`src/fsq_pkg.sv`:
```
package fsq_pkg;

  // ************************************************************
  // Register byte offsets on the bus
  // ************************************************************
  localparam logic [7:0] FSQ_OFF_DIV   = 8'h00;
  localparam logic [7:0] FSQ_OFF_OPT   = 8'h04;
  localparam logic [7:0] FSQ_OFF_PROT  = 8'h08;
  localparam logic [7:0] FSQ_OFF_STAT  = 8'h0C;
  localparam logic [7:0] FSQ_OFF_CMD   = 8'h10;
  localparam logic [7:0] FSQ_OFF_ARRAY = 8'h14;
  localparam logic [7:0] FSQ_OFF_KEYLO = 8'h18;
  localparam logic [7:0] FSQ_OFF_KEYHI = 8'h1C;
  localparam logic [7:0] FSQ_OFF_CAL   = 8'h20;

  // ************************************************************
  // Nonvolatile location indices
  // ************************************************************
  localparam logic [15:0] FSQ_NV_CAL_LOW_IDX  = 16'hFFAD;
  localparam logic [15:0] FSQ_NV_CAL_HIGH_IDX = 16'hFFAE;
  localparam logic [15:0] FSQ_NV_COARSE_IDX   = 16'hFFAF;
  localparam logic [15:0] FSQ_NV_KEY_IDX      = 16'hFFB0;
  localparam logic [15:0] FSQ_NV_PROT_IDX     = 16'hFFBD;
  localparam logic [15:0] FSQ_NV_OPT_IDX      = 16'hFFBF;

  // ************************************************************
  // Field positions
  // ************************************************************
  localparam int FSQ_DIV_LOADED_BIT = 7;
  localparam int FSQ_DIV_PRE8_BIT   = 6;
  localparam int FSQ_DIV_W          = 6;
  localparam int FSQ_OPT_KEY_BIT    = 7;
  localparam int FSQ_OPT_NORED_BIT  = 6;
  localparam int FSQ_ST_BEF_BIT     = 7;
  localparam int FSQ_ST_CCF_BIT     = 6;
  localparam int FSQ_ST_ERR_BIT     = 4;
  localparam int FSQ_ST_BLANK_BIT   = 2;
  localparam int FSQ_FINE_BIT       = 0;
  localparam int FSQ_ARR_DATA_LSB   = 16;
  localparam int FSQ_PAGE_LSB       = 9;
  localparam int FSQ_ROW_W          = 6;

  // ************************************************************
  // Codes and values
  // ************************************************************
  localparam logic [1:0] FSQ_SEC_OPEN       = 2'h2;
  localparam logic [7:0] FSQ_CMD_BLANK      = 8'h05;
  localparam logic [7:0] FSQ_CMD_BYTE       = 8'h20;
  localparam logic [7:0] FSQ_CMD_BURST      = 8'h25;
  localparam logic [7:0] FSQ_CMD_PAGE_ERASE = 8'h40;
  localparam logic [7:0] FSQ_CMD_MASS_ERASE = 8'h41;
  localparam logic [7:0] FSQ_NV_RESET_VAL   = 8'hFF;

  // ************************************************************
  // Pulse lengths in flash clock periods
  // ************************************************************
  localparam int FSQ_CYC_W          = 15;
  localparam int FSQ_BYTE_CYC       = 9;
  localparam int FSQ_BURST_CYC      = 4;
  localparam int FSQ_PAGE_ERASE_CYC = 4000;
  localparam int FSQ_MASS_ERASE_CYC = 20000;

  typedef enum logic [1:0] {
    FSQ_OP_PROGRAM,
    FSQ_OP_PAGE_ERASE,
    FSQ_OP_MASS_ERASE,
    FSQ_OP_BLANK
  } fsq_op_t;

  typedef enum {
    FSQ_IDLE,
    FSQ_HAVE_ADDR,
    FSQ_HAVE_CMD,
    FSQ_RUN
  } fsq_state_t;

endpackage

```
`src/fsq_pulse_timer.sv`:
```
`timescale 1ns/1ps
module fsq_pulse_timer
  import fsq_pkg::*;
#(
  parameter int DW = FSQ_DIV_W,
  parameter int CW = FSQ_CYC_W
) (
  input  wire logic          i_clk,
  input  wire logic          i_reset_n,
  input  wire logic          i_ce,
  input  wire logic [DW-1:0] i_div,
  input  wire logic          i_prediv8,
  input  wire logic          i_start,
  input  wire logic [CW-1:0] i_cycles,
  output logic               o_busy,
  output logic               o_done
);

  logic [2:0]    pre_q;
  logic [DW-1:0] div_q;
  logic [CW-1:0] left_q;
  logic          busy_q;
  logic          done_q;
  wire           pre_wrap = !i_prediv8 || (pre_q == 3'h7);
  wire           tick     = pre_wrap && (div_q == i_div);
  wire           last     = tick && (left_q == CW'(1));

  // ************************************************************
  // Flash clock from bus clock, counted pulse
  // ************************************************************
  always_ff @(posedge i_clk or negedge i_reset_n) begin
    if (!i_reset_n) begin
      pre_q  <= 3'h0;
      div_q  <= '0;
      left_q <= '0;
      busy_q <= 1'b0;
      done_q <= 1'b0;
    end else if (i_ce) begin
      done_q <= last && busy_q;
      if (i_start && !busy_q) begin
        pre_q  <= 3'h0;
        div_q  <= '0;
        left_q <= i_cycles;
        busy_q <= 1'b1;
      end else if (busy_q) begin
        pre_q <= i_prediv8 ? pre_q + 3'h1 : 3'h0;
        if (pre_wrap) begin
          div_q <= tick ? '0 : div_q + DW'(1);
        end
        if (tick) begin
          left_q <= left_q - CW'(1);
          busy_q <= !last;
        end
      end
    end
  end

  assign o_busy = busy_q;
  assign o_done = done_q;

endmodule

```
`src/fsq_sequencer.sv`:
```
`timescale 1ns/1ps
module fsq_sequencer
  import fsq_pkg::*;
#(
  parameter int P_BYTE_CYC       = FSQ_BYTE_CYC,
  parameter int P_BURST_CYC      = FSQ_BURST_CYC,
  parameter int P_PAGE_ERASE_CYC = FSQ_PAGE_ERASE_CYC,
  parameter int P_MASS_ERASE_CYC = FSQ_MASS_ERASE_CYC
) (
  input  wire logic        i_clk,
  input  wire logic        i_reset_n,
  input  wire logic        i_ce,
  input  wire logic        psel,
  input  wire logic        penable,
  input  wire logic        pwrite,
  input  wire logic [7:0]  paddr,
  input  wire logic [31:0] pwdata,
  output logic      [31:0] prdata,
  output logic             pready,
  output logic             pslverr,
  input  wire logic        i_debug_access,
  input  wire logic        i_secure_code,
  input  wire logic [7:0]  i_stored_protection_byte,
  input  wire logic [7:0]  i_stored_option_byte,
  input  wire logic [63:0] i_backdoor_compare_key,
  input  wire logic [7:0]  i_adc_cal_low_byte,
  input  wire logic [7:0]  i_adc_cal_high_fine_adjust,
  input  wire logic [7:0]  i_clock_coarse_adjust_store,
  input  wire logic        i_array_blank,
  output logic             o_secure,
  output logic             o_array_active,
  output logic      [1:0]  o_array_op,
  output logic      [15:0] o_array_addr,
  output logic      [7:0]  o_array_data,
  output logic      [6:0]  o_protect_boundary_field,
  output logic             o_protect_disable_bit,
  output logic             o_vector_redirect_disable,
  output logic             o_fine_clock_adjust_bit,
  output logic      [7:0]  o_coarse_clock_adjust
);

  // ************************************************************
  // Decode helpers
  // ************************************************************
  function automatic logic cmd_valid(input logic [7:0] c);
    return (c == FSQ_CMD_BLANK) || (c == FSQ_CMD_BYTE) || (c == FSQ_CMD_BURST)
        || (c == FSQ_CMD_PAGE_ERASE) || (c == FSQ_CMD_MASS_ERASE);
  endfunction

  function automatic logic hit(input logic [7:0] a, input logic [7:0] off);
    return a == off;
  endfunction

  // ************************************************************
  // State
  // ************************************************************
  fsq_state_t    state_q, state_d;
  logic [7:0]    div_q;
  logic [7:0]    working_option_reg_q;
  logic [7:0]    working_protection_reg_q;
  logic          nv_loaded_q;
  logic          access_error_flag_q;
  logic          blank_q;
  logic          secure_q;
  logic          mass_erased_q;
  logic [7:0]    cmd_q;
  logic [15:0]   addr_q;
  logic [7:0]    data_q;
  logic [15:0]   last_addr_q;
  logic          last_burst_q;
  logic [31:0]   key_lo_q;
  logic [31:0]   rdata_q;
  logic          ready_q;
  logic          slverr_q;
  logic [14:0]   pulse_cycles;
  logic          timer_busy;
  logic          timer_done;
  logic          launch;
  logic          set_err;

  // ************************************************************
  // Bus decode
  // ************************************************************
  wire access   = psel && penable;
  wire wr       = access && pwrite && ready_q && i_ce;
  wire mapped   = hit(paddr, FSQ_OFF_DIV) || hit(paddr, FSQ_OFF_OPT)
               || hit(paddr, FSQ_OFF_PROT) || hit(paddr, FSQ_OFF_STAT)
               || hit(paddr, FSQ_OFF_CMD) || hit(paddr, FSQ_OFF_ARRAY)
               || hit(paddr, FSQ_OFF_KEYLO) || hit(paddr, FSQ_OFF_KEYHI)
               || hit(paddr, FSQ_OFF_CAL);
  wire wr_div   = wr && hit(paddr, FSQ_OFF_DIV);
  wire wr_prot  = wr && (hit(paddr, FSQ_OFF_PROT) || hit(paddr, FSQ_OFF_OPT));
  wire wr_stat  = wr && hit(paddr, FSQ_OFF_STAT);
  wire wr_cmd   = wr && hit(paddr, FSQ_OFF_CMD);
  wire wr_array = wr && hit(paddr, FSQ_OFF_ARRAY);
  wire wr_keylo = wr && hit(paddr, FSQ_OFF_KEYLO);
  wire wr_keyhi = wr && hit(paddr, FSQ_OFF_KEYHI);

  wire key_unlock_allow     = working_option_reg_q[FSQ_OPT_KEY_BIT];
  wire [1:0] security_state_field = i_stored_option_byte[1:0];
  wire div_loaded           = div_q[FSQ_DIV_LOADED_BIT];
  wire buffer_empty_flag    = (state_q == FSQ_IDLE);
  wire command_complete_flag = buffer_empty_flag;
  wire [7:0] flash_status_reg = {buffer_empty_flag, command_complete_flag, 1'b0,
                                 access_error_flag_q, 1'b0, blank_q, 2'b00};
  wire stat_launch = wr_stat && pwdata[FSQ_ST_BEF_BIT];
  wire stat_abort  = wr_stat && !pwdata[FSQ_ST_BEF_BIT];
  wire clear_err   = wr_stat && pwdata[FSQ_ST_ERR_BIT];
  wire debug_limited = i_debug_access && secure_q
                    && ((pwdata[7:0] == FSQ_CMD_BYTE) || (pwdata[7:0] == FSQ_CMD_BURST)
                    || (pwdata[7:0] == FSQ_CMD_PAGE_ERASE));
  wire burst_follow = (cmd_q == FSQ_CMD_BURST) && last_burst_q
                   && (addr_q == last_addr_q + 16'h0001)
                   && (addr_q[FSQ_ROW_W-1:0] != '0);
  wire key_trial    = wr_keyhi && key_unlock_allow && i_secure_code
                   && !i_debug_access;
  wire key_match    = {pwdata, key_lo_q} == i_backdoor_compare_key;

  // ************************************************************
  // Command sequence
  // ************************************************************
  always_comb begin
    state_d = state_q;
    launch  = 1'b0;
    set_err = 1'b0;
    case (state_q)
      FSQ_IDLE: begin
        if (wr_array) begin
          if (access_error_flag_q || !div_loaded) begin
            set_err = !access_error_flag_q;
          end else begin
            state_d = FSQ_HAVE_ADDR;
          end
        end else if (wr_cmd) begin
          set_err = 1'b1;
        end
      end
      FSQ_HAVE_ADDR: begin
        if (wr_cmd) begin
          if (!cmd_valid(pwdata[7:0]) || debug_limited) begin
            set_err = 1'b1;
            state_d = FSQ_IDLE;
          end else begin
            state_d = FSQ_HAVE_CMD;
          end
        end else if (stat_abort || stat_launch || wr_array || wr_div || wr_prot) begin
          set_err = 1'b1;
          state_d = FSQ_IDLE;
        end
      end
      FSQ_HAVE_CMD: begin
        if (stat_launch) begin
          launch  = 1'b1;
          state_d = FSQ_RUN;
        end else if (stat_abort || wr_cmd || wr_array || wr_div || wr_prot) begin
          set_err = 1'b1;
          state_d = FSQ_IDLE;
        end
      end
      FSQ_RUN: begin
        if (wr_array) begin
          set_err = 1'b1;
        end
        if (timer_done) begin
          state_d = FSQ_IDLE;
        end
      end
      default: begin
        state_d = FSQ_IDLE;
      end
    endcase
  end

  // ************************************************************
  // Pulse length selection
  // ************************************************************
  always_comb begin
    case (cmd_q)
      FSQ_CMD_BYTE:       pulse_cycles = 15'(P_BYTE_CYC);
      FSQ_CMD_BURST:      pulse_cycles = burst_follow ? 15'(P_BURST_CYC)
                                                      : 15'(P_BYTE_CYC);
      FSQ_CMD_PAGE_ERASE: pulse_cycles = 15'(P_PAGE_ERASE_CYC);
      FSQ_CMD_MASS_ERASE: pulse_cycles = 15'(P_MASS_ERASE_CYC);
      default:            pulse_cycles = 15'(P_BYTE_CYC);
    endcase
  end

  fsq_pulse_timer #(
    .DW (FSQ_DIV_W),
    .CW (FSQ_CYC_W)
  ) u_timer (
    .i_clk     (i_clk),
    .i_reset_n (i_reset_n),
    .i_ce      (i_ce),
    .i_div     (div_q[FSQ_DIV_W-1:0]),
    .i_prediv8 (div_q[FSQ_DIV_PRE8_BIT]),
    .i_start   (launch),
    .i_cycles  (pulse_cycles),
    .o_busy    (timer_busy),
    .o_done    (timer_done)
  );

  // ************************************************************
  // Sequence registers
  // ************************************************************
  always_ff @(posedge i_clk or negedge i_reset_n) begin
    if (!i_reset_n) begin
      state_q             <= FSQ_IDLE;
      access_error_flag_q <= 1'b0;
      cmd_q               <= 8'h00;
      addr_q              <= 16'h0000;
      data_q              <= 8'h00;
    end else if (i_ce) begin
      state_q <= state_d;
      if (set_err) begin
        access_error_flag_q <= 1'b1;
      end else if (clear_err) begin
        access_error_flag_q <= 1'b0;
      end
      if (wr_array && state_d == FSQ_HAVE_ADDR && state_q == FSQ_IDLE) begin
        addr_q <= pwdata[15:0];
        data_q <= pwdata[FSQ_ARR_DATA_LSB +: 8];
      end
      if (wr_cmd && state_d == FSQ_HAVE_CMD) begin
        cmd_q <= pwdata[7:0];
      end
    end
  end

  // ************************************************************
  // Divider, blank result, burst history
  // ************************************************************
  always_ff @(posedge i_clk or negedge i_reset_n) begin
    if (!i_reset_n) begin
      div_q         <= 8'h00;
      blank_q       <= 1'b0;
      mass_erased_q <= 1'b0;
      last_addr_q   <= 16'h0000;
      last_burst_q  <= 1'b0;
    end else if (i_ce) begin
      if (wr_div && !div_loaded && !access_error_flag_q && state_q == FSQ_IDLE) begin
        div_q <= {1'b1, pwdata[FSQ_DIV_PRE8_BIT:0]};
      end
      if (launch) begin
        blank_q      <= 1'b0;
        last_addr_q  <= addr_q;
        last_burst_q <= (cmd_q == FSQ_CMD_BURST);
      end
      if (timer_done) begin
        if (cmd_q == FSQ_CMD_BLANK) begin
          blank_q <= i_array_blank;
        end
        if (cmd_q == FSQ_CMD_MASS_ERASE) begin
          mass_erased_q <= 1'b1;
        end else if (cmd_q != FSQ_CMD_BLANK) begin
          mass_erased_q <= 1'b0;
        end
      end
    end
  end

  // ************************************************************
  // Stored byte load and security
  // ************************************************************
  always_ff @(posedge i_clk or negedge i_reset_n) begin
    if (!i_reset_n) begin
      nv_loaded_q              <= 1'b0;
      working_option_reg_q     <= FSQ_NV_RESET_VAL;
      working_protection_reg_q <= FSQ_NV_RESET_VAL;
      secure_q                 <= 1'b1;
      key_lo_q                 <= 32'h0000_0000;
    end else if (i_ce) begin
      if (!nv_loaded_q) begin
        nv_loaded_q              <= 1'b1;
        working_option_reg_q     <= i_stored_option_byte;
        working_protection_reg_q <= i_stored_protection_byte;
        secure_q <= security_state_field != FSQ_SEC_OPEN;
      end else begin
        if (key_trial && key_match) begin
          secure_q <= 1'b0;
        end
        if (timer_done && cmd_q == FSQ_CMD_BLANK && i_array_blank && mass_erased_q) begin
          secure_q <= 1'b0;
        end
      end
      if (wr_keylo && i_secure_code && !i_debug_access) begin
        key_lo_q <= pwdata;
      end
    end
  end

  // ************************************************************
  // Bus read path, one wait state
  // ************************************************************
  always_ff @(posedge i_clk or negedge i_reset_n) begin
    if (!i_reset_n) begin
      ready_q  <= 1'b0;
      slverr_q <= 1'b0;
      rdata_q  <= 32'h0000_0000;
    end else if (i_ce) begin
      ready_q  <= access && !ready_q;
      slverr_q <= access && !ready_q && !mapped;
      if (access && !ready_q) begin
        case (paddr)
          FSQ_OFF_DIV:  rdata_q <= {24'h000000, div_q};
          FSQ_OFF_OPT:  rdata_q <= {24'h000000, working_option_reg_q};
          FSQ_OFF_PROT: rdata_q <= {24'h000000, working_protection_reg_q};
          FSQ_OFF_STAT: rdata_q <= {24'h000000, flash_status_reg};
          FSQ_OFF_CMD:  rdata_q <= {24'h000000, cmd_q};
          FSQ_OFF_CAL:  rdata_q <= {8'h00, i_adc_cal_low_byte, i_adc_cal_high_fine_adjust,
                                    i_clock_coarse_adjust_store};
          default:      rdata_q <= 32'h0000_0000;
        endcase
      end
    end
  end

  // ************************************************************
  // Outputs
  // ************************************************************
  assign prdata  = rdata_q;
  assign pready  = ready_q;
  assign pslverr = slverr_q;
  assign o_secure       = secure_q;
  assign o_array_active = timer_busy;
  assign o_array_op     = (cmd_q == FSQ_CMD_PAGE_ERASE) ? 2'(FSQ_OP_PAGE_ERASE)
                        : (cmd_q == FSQ_CMD_MASS_ERASE) ? 2'(FSQ_OP_MASS_ERASE)
                        : (cmd_q == FSQ_CMD_BLANK)      ? 2'(FSQ_OP_BLANK)
                        : 2'(FSQ_OP_PROGRAM);
  assign o_array_addr   = (cmd_q == FSQ_CMD_PAGE_ERASE)
                        ? {addr_q[15:FSQ_PAGE_LSB], 9'h000} : addr_q;
  assign o_array_data   = data_q;
  assign o_protect_boundary_field  = working_protection_reg_q[7:1];
  assign o_protect_disable_bit     = working_protection_reg_q[0];
  assign o_vector_redirect_disable = working_option_reg_q[FSQ_OPT_NORED_BIT];
  assign o_fine_clock_adjust_bit   = i_adc_cal_high_fine_adjust[FSQ_FINE_BIT];
  assign o_coarse_clock_adjust     = i_clock_coarse_adjust_store;

endmodule

```
`config.mk`:
```
export PLATFORM = sky130hd
export DESIGN_NAME = fsq_sequencer
export DESIGN_NICKNAME = d
export VERILOG_FILES = /design/src/fsq_pkg.sv /design/src/fsq_pulse_timer.sv /design/src/fsq_sequencer.sv
export SDC_FILE = /design/constraint.sdc
export NUM_CORES = 1
export LEC_CHECK = 0
export ABC_AREA = 1
export BUFFER_PORTS_ARGS = -buffer_cell sky130_fd_sc_hd__buf_2
export CAP_MARGIN = 10
export CORE_ASPECT_RATIO = 1.1
export CORE_MARGIN = 3
export CORE_UTILIZATION = 59
export CTS_CLUSTER_SIZE = 40
export DETAILED_ROUTE_END_ITERATION = 7
export PLACE_DENSITY_LB_ADDON = 0.1
export SLEW_MARGIN = 10
export SYNTH_ARGS = -nofsm -noshare
export SYNTH_HDL_FRONTEND = slang
export SYNTH_SLANG_ARGS = --single-unit
```
`constraint.sdc`:
```
create_clock -name i_clk -period 5.2 [get_ports i_clk]
set_input_delay 0.26 -clock i_clk [delete_from_list [all_inputs] [get_ports i_clk]]
set_output_delay 0.26 -clock i_clk [all_outputs]
set_load 0.005 [all_outputs]
```
==> out/summary.log, run 1 <==
[detailed_routing] vias post-DR 8911
[cts] clock latency on the worst-skew pair 440 ps
[outcome] outcome finished, final reports clean
[yosys] most frequently used cell type in the post-synthesis netlist nand2_1
[sta] Worst Slack Setup Final 2487 ps
[placement] number of port buffers 224
[power] power density normalized to cell area 295.8 mW/mm2
[power] net switching fraction of the power 28.24%
[floorplanning] initial core utilization 61.57%
[cts] total CTS buffers 17
[critical_path] worst setup path category input pin to flip-flop
[yosys] most frequent cells after synthesis nand2_1, dfrtp_1, inv_1
[detailed_routing] drt initial violations 702
[critical_path] type of element launching the critical path input pin
[yosys] post-synth top area cell dfrtp_1
[sta] aggregate negative setup slack 0 ps
[job] number of maximum-capacitance violations 0
[cts] clock tree from TritonCTS yes
[yosys] Synth Warn # 0
[detailed_routing] post-DR vias/cell 5.193
[power] internal power of the cells 2.553 mW
[sta] Relative slew margins 32.92%
[cts] Clock Path Buffers 2
[yosys] largest cells by area after synthesis dfrtp_1, nand2_1, inv_1
[yosys] number of distinct library cells after synthesis 53
[cts] clock-pin transition on the worst setup and hold timing paths 80 ps
[yosys] number of flops mapped to enable cells by yosys 0
[power] worst IR drop on VDD 0.0002404 V
[detailed_routing] number of nets with antenna violations after routing 0
[power] proportion of power drawn by flip-flops and latches 47.8%
[grt] number of antenna violations at the first check in global routing 1
[sta] time the worst path needs with I/O delays and setup 2713 ps
[detailed_routing] Initial DRT Pass Iterations 7
[power] Clock Power Share 37.8%
[floorplanning] DIE WIDTH 131.8 um
[grt] first-pass GRT wire length 41960 um
[yosys] mean cell area of the mapped netlist 8.065 um2
[sta] Least-Margin Pin Slew 1005 ps
[cells_and_area] Net count, final 1633
[placement] gpl congestion 0.9427
[critical_path] cell count of the worst reg-to-reg path 11
[critical_path] Crit path required time 5530 ps
[cells_and_area] number of fill cells in the layout 1372
[cts] CTS sink count 194
[min_path] hold path startpoint i_stored_protection_byte[3]
[cells_and_area] area growth from synthesis to layout 17.16%
[critical_path] Worst Path Arrival 3040 ps
[yosys] cell count after synthesis 1273
[floorplanning] Die H 144.4 um
[power] net load switching power 1.005 mW
[sta] maximum achievable frequency 368.6 MHz
[cts] buffers inserted by post-CTS timing repair 0
[sta] endpoints failing setup 0
[detailed_routing] WL per Instance 15.23 um
[power] combinational group share of total power 14.5%
[cells_and_area] diode insertion count for antenna repair 0
[cts] depth of the CTS H-tree 4
[placement] post-place setup slack 2105 ps
[detailed_routing] total routed wirelength 26130 um
[detailed_routing] DRC Markers 0
[sta] Fin Clk Skew 17.20 ps
[critical_path] r2r endpoint addr_q[10]
[critical_path] R2R Setup Slk 2550 ps
[yosys] post-synthesis sequential area ratio 47.49%
[placement] total half-perimeter wirelength after legalization and detailed placement 19530 um
[yosys] Post-Syn Area 0.01027 mm2
[min_path] hold-critical path depth 3
[min_path] worst-case hold path end point working_protection_reg_q[3]
[floorplanning] boundary pin count 233
[sta] Max Slew Vio Count 0
[yosys] Synth top area share 43.14%
[grt] total gr overflow 0
[grt] combined global-route utilization of all metal layers 27.71%
[floorplanning] area of the die 0.01902 mm2
[cells_and_area] Storage cell area 0.004876 mm2
[yosys] FF+latch count, synth 194
[grt] maximum number of pins on one net before global-route repair 102
[sta] crit share post-route 52.18%
[power] static leakage 6.255 nW
[critical_path] CP Capture Type flip-flop
[sta] unrepaired setup endpoints after global routing no
[yosys] most used flip-flop cell after synthesis dfrtp_1
[floorplanning] Row Count 49
[floorplanning] Core ar. 0.01668 mm2
[min_path] Hold Path Class input pin to flip-flop
[cells_and_area] total area of multi-input combinational cells 0.004448 mm2
[cts] cell at the root of the clock tree clkbuf_16
[critical_path] top fanout value on the critical path 40
[cells_and_area] share of layout cells above drive strength 1 21.45%
[grt] via count of the first global-routing pass 8420
[yosys] share of synthesized registers carrying an async set or reset 100.0%
[sta] Final Hold Vio Count 0
[critical_path] startpoint of the worst register-to-register path state_q[12]
-- cell type report --
type | count | share of cell area (%)
Timing Repair Buffer | 232 | 9.975
Clock inverter | 15 | 1.415
Tap cell | 229 | 2.382
Multi-Input combinational cell | 863 | 36.98
Sequential cell | 194 | 40.53
Inverter | 166 | 5.180
Clock buffer | 17 | 3.537
-- critical path, stage by stage --
cell and delay [ps]:
buf_2 530, nand4_1 360, inv_1 260, nand2_2 120
nor2_4 150, nand3_4 350, nor2_4 430, inv_2 180
nand2_2 130, inv_1 70, a21oi_1 120, a21oi_1 60
-- how the worst max path moves through the flow --
stage                start          endpoint  slack, ps  cells after the start
5_1_grt        state_q[12]        addr_q[14]       2160                     11
6_report              i_ce  u_timer.div_q[0]       2490                     12
3_5_place_dp          i_ce  u_timer.div_q[0]       2110                     12
2_1_floorplan  state_q[14]         addr_q[0]       3430                     11
3_3_place_gp          i_ce  u_timer.div_q[0]       2200                     12
4_1_cts        state_q[13]        addr_q[10]       2510                     11
-- placed cells by master, fill, tap and decap left out, types with 7 or more instances in the layout --
master,netlist,layout
nand2_1,314,314
buf_2,2,223
dfrtp_1,177,177
inv_1,162,162
nor2_1,137,137
o21ai_0,99,99
nand3_1,55,54
xnor2_1,47,47
xor2_1,34,34
nand4_1,29,29
a21oi_1,20,20
nor3_1,17,17
clkbuf_16,0,17
dfstp_2,17,17
o21ai_1,15,15
mux2_2,9,9
conb_1,1,8
nor4_1,7,7
-- state kept, by name (all words and copies together) (netlist names), 3 cells and up --
register	flops
addr_q	16
u_timer.div_q	6
u_timer.left_q	15
state_q	32
working_protection_reg_q	8
div_q	8
u_timer.pre_q	3
o_array_data	8
last_addr_q	16
cmd_q	8
working_option_reg_q	8
key_lo_q	32
prdata	24
-- cell families after synthesis --
group	after synthesis	share of synthesized area (%)
compound gates	170	9.359
xor+xnor	82	7.129
fa+ha+maj	6	0.7312
buf+inv	223	9.493
flops	194	47.49
mux	9	0.9871
other cells	1	0.03652
simple gates	588	24.77
-- metrics by stage --
| stage | instances | hold slack (ps) | util, % | power, mW | cell area [um2] |
|---|---|---|---|---|---|
| 4_1_cts | 1716 | 2.040 | 72.13 | 3.580 | 12030 |
| 3_5_place_dp | 1680 | 429.0 | 68.32 | 2.235 | 11390 |
| 2_1_floorplan | 1280 | -35.59 | - | 2.030 | 10290 |
| 3_3_place_gp | 1680 | 418.0 | 68.32 | 2.221 | 11390 |
| 5_1_grt | 1716 | 13.12 | 72.13 | 3.725 | 12030 |
| 6_report | 1716 | 9.969 | 72.13 | 3.559 | 12030 |
-- per-layer routing --
layer  up-vias  global-route usage (%)  wire length, um  part of all wire (%)
li1       4419                       -                -                     -
met1      4149                   37.87            11520                    44
met2       295                   44.61            12330                    47
met3        46                   6.263             1672                   6.4
met4         2                   9.121              595                   2.3
met5         -                       0               13                 0.050
-- power by group through the flow --
stage,clock network [mW],registers [mW],logic [mW]
finish,1.34,1.70,0.515
global route,1.43,1.71,0.582
CTS,1.37,1.70,0.516
detailed placement,0,1.72,0.513
global placement,0,1.72,0.498
floorplan,0,1.70,0.329
-- what timing repair did --
action                                 CTS  global route
resized for setup                        0             0
endpoints found under the hold margin   98             0
hold buffers                             4             0
(Power assumes the default switching activity.)
==> inputs of run 2 (changes only) <==
- ABC_AREA: 1 -> 0
- CORE_UTILIZATION: 59 -> 54
- clock period: 5.2 -> 2.71 ns (I/O delays scaled with it)
==> run 2 against run 1 <==
Global-route usage shrank 1.3 points. Count of clock-buffer cells in the layout grew 4. Cell count fell by 15%. Sequential power increased by 77%. Critical path type is now flip-flop to flip-flop. Area after synthesis is 5.0% lower. Sequential share of layout area down 0.68 points. Non-clock buffer count rose by 76.
==> out/summary.log, run 2 <==
[critical_path] CP Capture Type flip-flop
[cells_and_area] leading cell types in the layout, fill and taps excluded buf_2, dfrtp_1, nand2_1
[cells_and_area] share of layout cells above drive strength 1 32.95%
[yosys] area share of fa/ha/maj cells after synthesis 0.7698%
[cts] cell at the root of the clock tree clkbuf_16
[placement] total half-perimeter wirelength after legalization and detailed placement 18750 um
[critical_path] worst setup path category flip-flop to flip-flop
[floorplanning] boundary pin count 233
[grt] first-pass GRT wire length 41590 um
[cts] CTS sink count 194
[yosys] compound-cell area share of the yosys netlist 7.300%
[grt] total gr overflow 0
[cts] clock latency on the worst-skew pair 430 ps
[sta] unrepaired setup endpoints after global routing no
[yosys] multiplexer share of the synthesized area 9.969%
[yosys] Synth top area share 45.42%
[cts] clock-pin transition on the worst setup and hold timing paths 70 ps
[critical_path] top fanout value on the critical path 3
[critical_path] Crit path required time 3010 ps
[sta] Relative slew margins 55.22%
[yosys] cell count after synthesis 934
[yosys] mean cell area of the mapped netlist 10.44 um2
[yosys] most frequently used cell type in the post-synthesis netlist dfrtp_1
[floorplanning] Core ar. 0.01739 mm2
[sta] Max Slew Vio Count 0
[yosys] xor and xnor fraction of the mapped netlist area 8.802%
[grt] via count of the first global-routing pass 8071
[outcome] outcome finished, final reports clean
[yosys] most used flip-flop cell after synthesis dfrtp_1
[cells_and_area] area growth from synthesis to layout 25.44%
[min_path] Hold Path Class input pin to flip-flop
[cells_and_area] Net count, final 1363
[cts] Clock Path Buffers 2
[cells_and_area] fin util 70.34%
[floorplanning] Row Count 50
[power] static leakage 6.069 nW
[yosys] number of flops mapped to enable cells by yosys 0
[cts] clock tree from TritonCTS yes
[yosys] main combinational cell family by area after synthesis simple AND/OR/NAND/NOR gates
[sta] time the worst path needs with I/O delays and setup 2515 ps
[cells_and_area] number of fill cells in the layout 1325
[cts] total CTS buffers 17
[cts] depth of the CTS H-tree 4
[yosys] post-synthesis sequential area ratio 50.00%
[critical_path] type of element launching the critical path flip-flop
[yosys] FF+latch count, synth 194
[floorplanning] initial core utilization 56.07%
[grt] combined global-route utilization of all metal layers 26.45%
[sta] crit share post-route 92.79%
[critical_path] Worst Path Arrival 2820 ps
[grt] maximum number of pins on one net before global-route repair 80
[sta] maximum achievable frequency 397.7 MHz
[detailed_routing] WL per Instance 17.81 um
[power] total power draw 5.942 mW
[cells_and_area] total area of multi-input combinational cells 0.004539 mm2
[placement] number of port buffers 224
[cells_and_area] leading cell type in the layout, fill and taps excluded buf_2
[floorplanning] Die H 146.9 um
[floorplanning] area of the die 0.01971 mm2
[sta] Fin Clk Skew 9.016 ps
[power] worst IR drop on VDD 0.0004368 V
[yosys] most frequent cells after synthesis dfrtp_1, nand2_1, mux2_2
[yosys] post-synthesis simple-gate area fraction 19.10%
[detailed_routing] total routed wirelength 25850 um
[job] number of maximum-capacitance violations 0
[floorplanning] DIE WIDTH 134.1 um
[power] power density normalized to cell area 485.7 mW/mm2
[sta] Least-Margin Pin Slew 671.8 ps
[detailed_routing] vias post-DR 7946
[detailed_routing] Initial DRT Pass Iterations 5
[detailed_routing] DRC Markers 0
[yosys] post-synth top area cell dfrtp_1
[grt] number of antenna violations at the first check in global routing 0
[cells_and_area] Storage cell area 0.004876 mm2
[yosys] largest cells by area after synthesis dfrtp_1, mux2_2, xnor2_1
[yosys] Post-Syn Area 0.009752 mm2
[yosys] Synth Warn # 0
[detailed_routing] drt initial violations 392
[detailed_routing] post-DR vias/cell 5.472
[placement] gpl congestion 0.8569
[sta] Final Hold Vio Count 0
[yosys] number of distinct library cells after synthesis 60
[sta] endpoints failing setup 0
[yosys] share of synthesized registers carrying an async set or reset 100.0%
[detailed_routing] number of nets with antenna violations after routing 0
==> run 2: cell types whose count changed after synthesis, moves of 19 or more <==
cell | previous run | this run
nor4_1 | 7 | 26
o21ai_0 | 99 | 39
inv_1 | 162 | 13
nand2_1 | 314 | 117
nor2b_1 | 0 | 48
mux2_2 | 9 | 81
nor2_1 | 137 | 47
==> run 2: layer usage <==
layer / share of wire [%] / up-vias / GRT usage [%]
met4: 1.5 / 0 / 7.434
met3: 5.8 / 28 / 5.925
met5: 0 / - / 0
met1: 41 / 3865 / 33.72
li1: - / 3783 / -
met2: 51 / 270 / 45.58
==> run 2: kinds of logic after synthesis <==
group / Yosys count
and+or+nand+nor: 362
DFF: 194
AOI/OAI and AO/OA: 109
xor gates and xnor gates: 98
muxes: 87
buffers and inverters: 77
adders and majority gates: 6
other: 1
==> run 2: final cells by class <==
| type | count | area share (%) |
|---|---|---|
| sequential | 194 | 39.86 |
| multi-input combinational | 670 | 37.11 |
| timing repair buffer | 308 | 15.60 |
| clock buffer | 21 | 3.764 |
| tap | 234 | 2.393 |
| clock inverter | 11 | 0.8592 |
| inverter | 13 | 0.3989 |
| antenna | 1 | 0.02046 |
==> run 2: timing repair <==
item,in CTS,in global routing
gates resized for setup,1,4
endpoints found under the hold margin,123,0
hold buffers,54,0
pin swaps,1,0
endpoints found under the setup margin,2,6
setup buffers,0,0
==> run 2: critical path, stage by stage (launching register included) <==
cell and delay, ps:
dfrtp_1 400, or4_4 560, or4b_4 560, nor2_1 150, nand3_1 90, nor4_1 250, and4b_2 300, o21ai_0 80
==> run 2: worst paths after layout <==
check / startpoint / end / depth (start not counted) / slack [ps]
worst max-delay path: cmd_q[1] / u_timer.left_q[3] / 7 / 200
worst min-delay path: pwdata[8] / addr_q[8] / 2 / 10
worst max register to register: cmd_q[1] / u_timer.left_q[3] / 7 / 200
worst min register to register: prdata[22] / prdata[22] / 2 / 470
max in group asynchronous: i_reset_n / last_addr_q[4] / 3 / 1570
min in group asynchronous: i_reset_n / state_q[8] / 2 / 300
==> run 2: metrics by stage <==
stage                     hold slack, ps  worst slack, ps  instances  area [um2]  setup TNS, ps
after global placement             207.7            43.13       1365       11110              0
after floorplan                   -160.1            315.9        941        9778              0
after global routing               10.35            52.88       1451       12230              0
after detailed placement           205.7           -9.401       1365       11110         -13.44
final                              12.11            195.4       1452       12230              0
after CTS                          6.634            95.04       1451       12220              0
==> run 2: report_power, final <==
part / leakage, nW / switching, mW / internal (mW) / total (mW)
Clock: 0.266 / 1.10 / 1.32 / 2.42
Combinational: 3.19 / 0.260 / 0.259 / 0.519
Sequential: 2.61 / 0.0351 / 2.97 / 3.01
Total: 6.07 / 1.39 / 4.55 / 5.94
==> inputs of run 3 (changes only) <==
- CORE_UTILIZATION: 54 -> 55
- SYNTH_HIERARCHICAL: default -> 1
==> run 3 against run 2 <==
Global-route usage is 1.5 points higher. Non-clock buffer count is 18 higher. Combinational power is 10% higher. First-iteration DRC count is 57% higher. Critical path type unchanged. Count of clock-buffer cells in the layout is 1 lower. Fmax is 4.8% lower. Sequential power hardly changed. Critical endpoint is now u_timer/left_q[2]. Total power is 0.60% higher. Highest routed layer is now met5. Via count is 2.8% higher. Setup slack worse by 130 ps.
==> out/summary.log, run 3 <==
[yosys] most used flip-flop cell after synthesis dfrtp_1
[sta] maximum achievable frequency 378.4 MHz
[sta] hold slack 5.379 ps
[critical_path] type of element launching the critical path flip-flop
[yosys] largest cells by area after synthesis dfrtp_1, mux2_2, dfstp_2
[cells_and_area] Net count, final 1375
[power] worst IR drop on VDD 0.0004636 V
[cts] Clock Path Buffers 2
[job] number of maximum-capacitance violations 0
[grt] combined global-route utilization of all metal layers 27.96%
[placement] gpl congestion 0.9014
[critical_path] kind of cell adding the most delay to the critical path compound AO/OA/AOI/OAI gates
[cts] clock tree from TritonCTS yes
[detailed_routing] Initial DRT Pass Iterations 5
[critical_path] Worst Path Arrival 3000 ps
[critical_path] master of the slowest instance on the critical path a2111o_1
[critical_path] cell count of the worst reg-to-reg path 10
[critical_path] buffers and inverters on the worst path 1
[cells_and_area] leading cell types in the layout, fill and taps excluded buf_2, dfrtp_1, mux2_2
[detailed_routing] vias post-DR 8167
[detailed_routing] total routed wirelength 27350 um
[sta] Fin Clk Skew 10.87 ps
[min_path] worst-case hold path end point addr_q[15]
[sta] Max Slew Vio Count 0
[floorplanning] Die H 147.5 um
[critical_path] worst setup path category flip-flop to flip-flop
[yosys] Post-Syn Area 0.01001 mm2
[critical_path] startpoint of the worst register-to-register path last_addr_q[1]
[floorplanning] Core ar. 0.01780 mm2
[detailed_routing] drt initial violations 617
[critical_path] Crit path required time 3070 ps
[detailed_routing] post-DR vias/cell 5.571
[critical_path] top fanout value on the critical path 5
[placement] total half-perimeter wirelength after legalization and detailed placement 19840 um
[yosys] Synth Warn # 6
[critical_path] R2R Setup Slk 70 ps
[yosys] cell count after synthesis 918
[yosys] number of distinct library cells after synthesis 81
[detailed_routing] WL per Instance 18.66 um
[sta] Relative slew margins 50.24%
[cells_and_area] share of layout cells above drive strength 1 36.89%
[grt] via count of the first global-routing pass 8285
[sta] Least-Margin Pin Slew 746.4 ps
[floorplanning] boundary pin count 233
[critical_path] longest individual stage delay on the worst path 410 ps
[grt] first-pass GRT wire length 43850 um
[cells_and_area] area growth from synthesis to layout 27.10%
[yosys] number of flops mapped to enable cells by yosys 0
[cells_and_area] diode insertion count for antenna repair 0
[grt] maximum number of pins on one net before global-route repair 82
[yosys] Synth top area share 44.23%
[cts] total CTS buffers 17
[floorplanning] DIE WIDTH 134.7 um
[power] total power draw 5.978 mW
[sta] unrepaired setup endpoints after global routing yes
[sta] Final Hold Vio Count 0
[yosys] post-synthesis sequential area ratio 48.69%
[floorplanning] Row Count 51
[floorplanning] initial core utilization 56.24%
[yosys] share of synthesized registers carrying an async set or reset 100.0%
[sta] crit share post-route 97.51%
[yosys] FF+latch count, synth 194
[power] power density normalized to cell area 469.7 mW/mm2
[yosys] most frequent cells after synthesis dfrtp_1, mux2_2, nand2_1
[cts] CTS sink count 194
[cts] cell at the root of the clock tree clkbuf_16
[critical_path] r2r endpoint u_timer/left_q[2]
[cells_and_area] Storage cell area 0.004876 mm2
[outcome] outcome finished, final reports clean
[cts] clock-pin transition on the worst setup and hold timing paths 70 ps
[floorplanning] area of the die 0.01986 mm2
[cells_and_area] Final Instance Count excl. Fillers 1466
[detailed_routing] DRC Markers 0
[power] static leakage 6.283 nW
[sta] time the worst path needs with I/O delays and setup 2643 ps
[grt] number of antenna violations at the first check in global routing 1
[cells_and_area] number of fill cells in the layout 1286
[min_path] hold path startpoint pwdata[15]
[cells_and_area] fin util 71.49%
[grt] total gr overflow 0
[cts] depth of the CTS H-tree 4
[min_path] Hold Path Class input pin to flip-flop
[yosys] post-synth top area cell dfrtp_1
[cts] clock latency on the worst-skew pair 430 ps
[cells_and_area] leading cell type in the layout, fill and taps excluded buf_2
[critical_path] Cell Chain, Critical Path ha_2 -> nand3_1 -> nor4_2 -> xnor2_1 -> a2111o_1 -> a2111oi_4 -> buf_4 -> nor2_2 -> a41o_1 -> nor2_1
[critical_path] CP Capture Type flip-flop
[cells_and_area] total area of multi-input combinational cells 0.004838 mm2
[placement] number of port buffers 224
[yosys] mean cell area of the mapped netlist 10.91 um2
[placement] cell count after placement 1376
[min_path] hold-critical path depth 2
[yosys] most frequently used cell type in the post-synthesis netlist dfrtp_1
[sta] endpoints failing setup 0
[detailed_routing] number of nets with antenna violations after routing 0
[run 3: changes by cell type in the layout (fill, tap and decap cells not counted), sizes merged, moves of 10 or more]
cell,delta
nand3,-13
xnor2,-16
mux2,+14
a311oi,+10
o21ai,-11
nand2,-45
buf,+16
inv,+15
[run 3: final cells by class]
cell class	instances	share of cell area, %
tap	238	2.340
clock inverter	11	0.8455
clock buffer	20	3.431
inverter	26	0.7668
multi-input combinational	651	38.02
timing repair buffer	326	16.29
sequential	194	38.31
[run 3: timing repair]
item                                    CTS  global route
endpoints found under the setup margin    2            30
hold buffers                             56             0
setup buffers                             0             3
hold endpoints to repair                144             0
resized for setup                         4            17
pin swaps                                 0            13
cloned                                    0             0
[run 3: through the flow]
step	TNS (ps)	setup WS, ps	instance area, um2
2_1_floorplan	0	37.65	10070
5_1_grt	-370.3	-69.80	12730
3_3_place_gp	0	38.02	11510
4_1_cts	0	14.16	12640
3_5_place_dp	-10.64	-10.64	11510
6_report	0	67.36	12730
[run 3: metal layers]
metal	global-route usage, %	share of wire (%)	wire length [um]
met4	7.281	1.6	451
met1	37.17	43	11800
met3	6.195	5.9	1609
met2	46.75	49	13480
met5	0	0.040	11
[run 3: logic make-up after synthesis]
family          count (synthesis)  synth area share (%)
simple gates                  327                 18.69
flops                         194                 48.69
compound gates                128                 9.484
mux                            98                 10.98
buf+inv                        85                 4.448
xor+xnor                       79                 6.910
fa+ha+maj                       6                0.7497
other cells                     1               0.03745
[run 3: power by group]
group          switching (mW)  leakage, nW  internal [mW]
combinational           0.293         3.41          0.279
sequential             0.0437         2.61           2.97
clock                    1.12        0.261           1.27
[run 3: how the worst max path moves through the flow]
| stage | to | start | slack, ps | cells past startpoint |
|---|---|---|---|---|
| finish | u_timer/left_q[2] | last_addr_q[1] | 70 | 10 |
| global route | u_timer/div_q[5] | state_q[4] | -70 | 10 |
| CTS | u_timer/left_q[3] | cmd_q[1] | 10 | 9 |
| detailed placement | u_timer/left_q[3] | cmd_q[1] | -10 | 9 |
| global placement | u_timer/left_q[3] | cmd_q[1] | 40 | 9 |
| floorplan | u_timer/left_q[1] | state_q[26] | 40 | 13 |
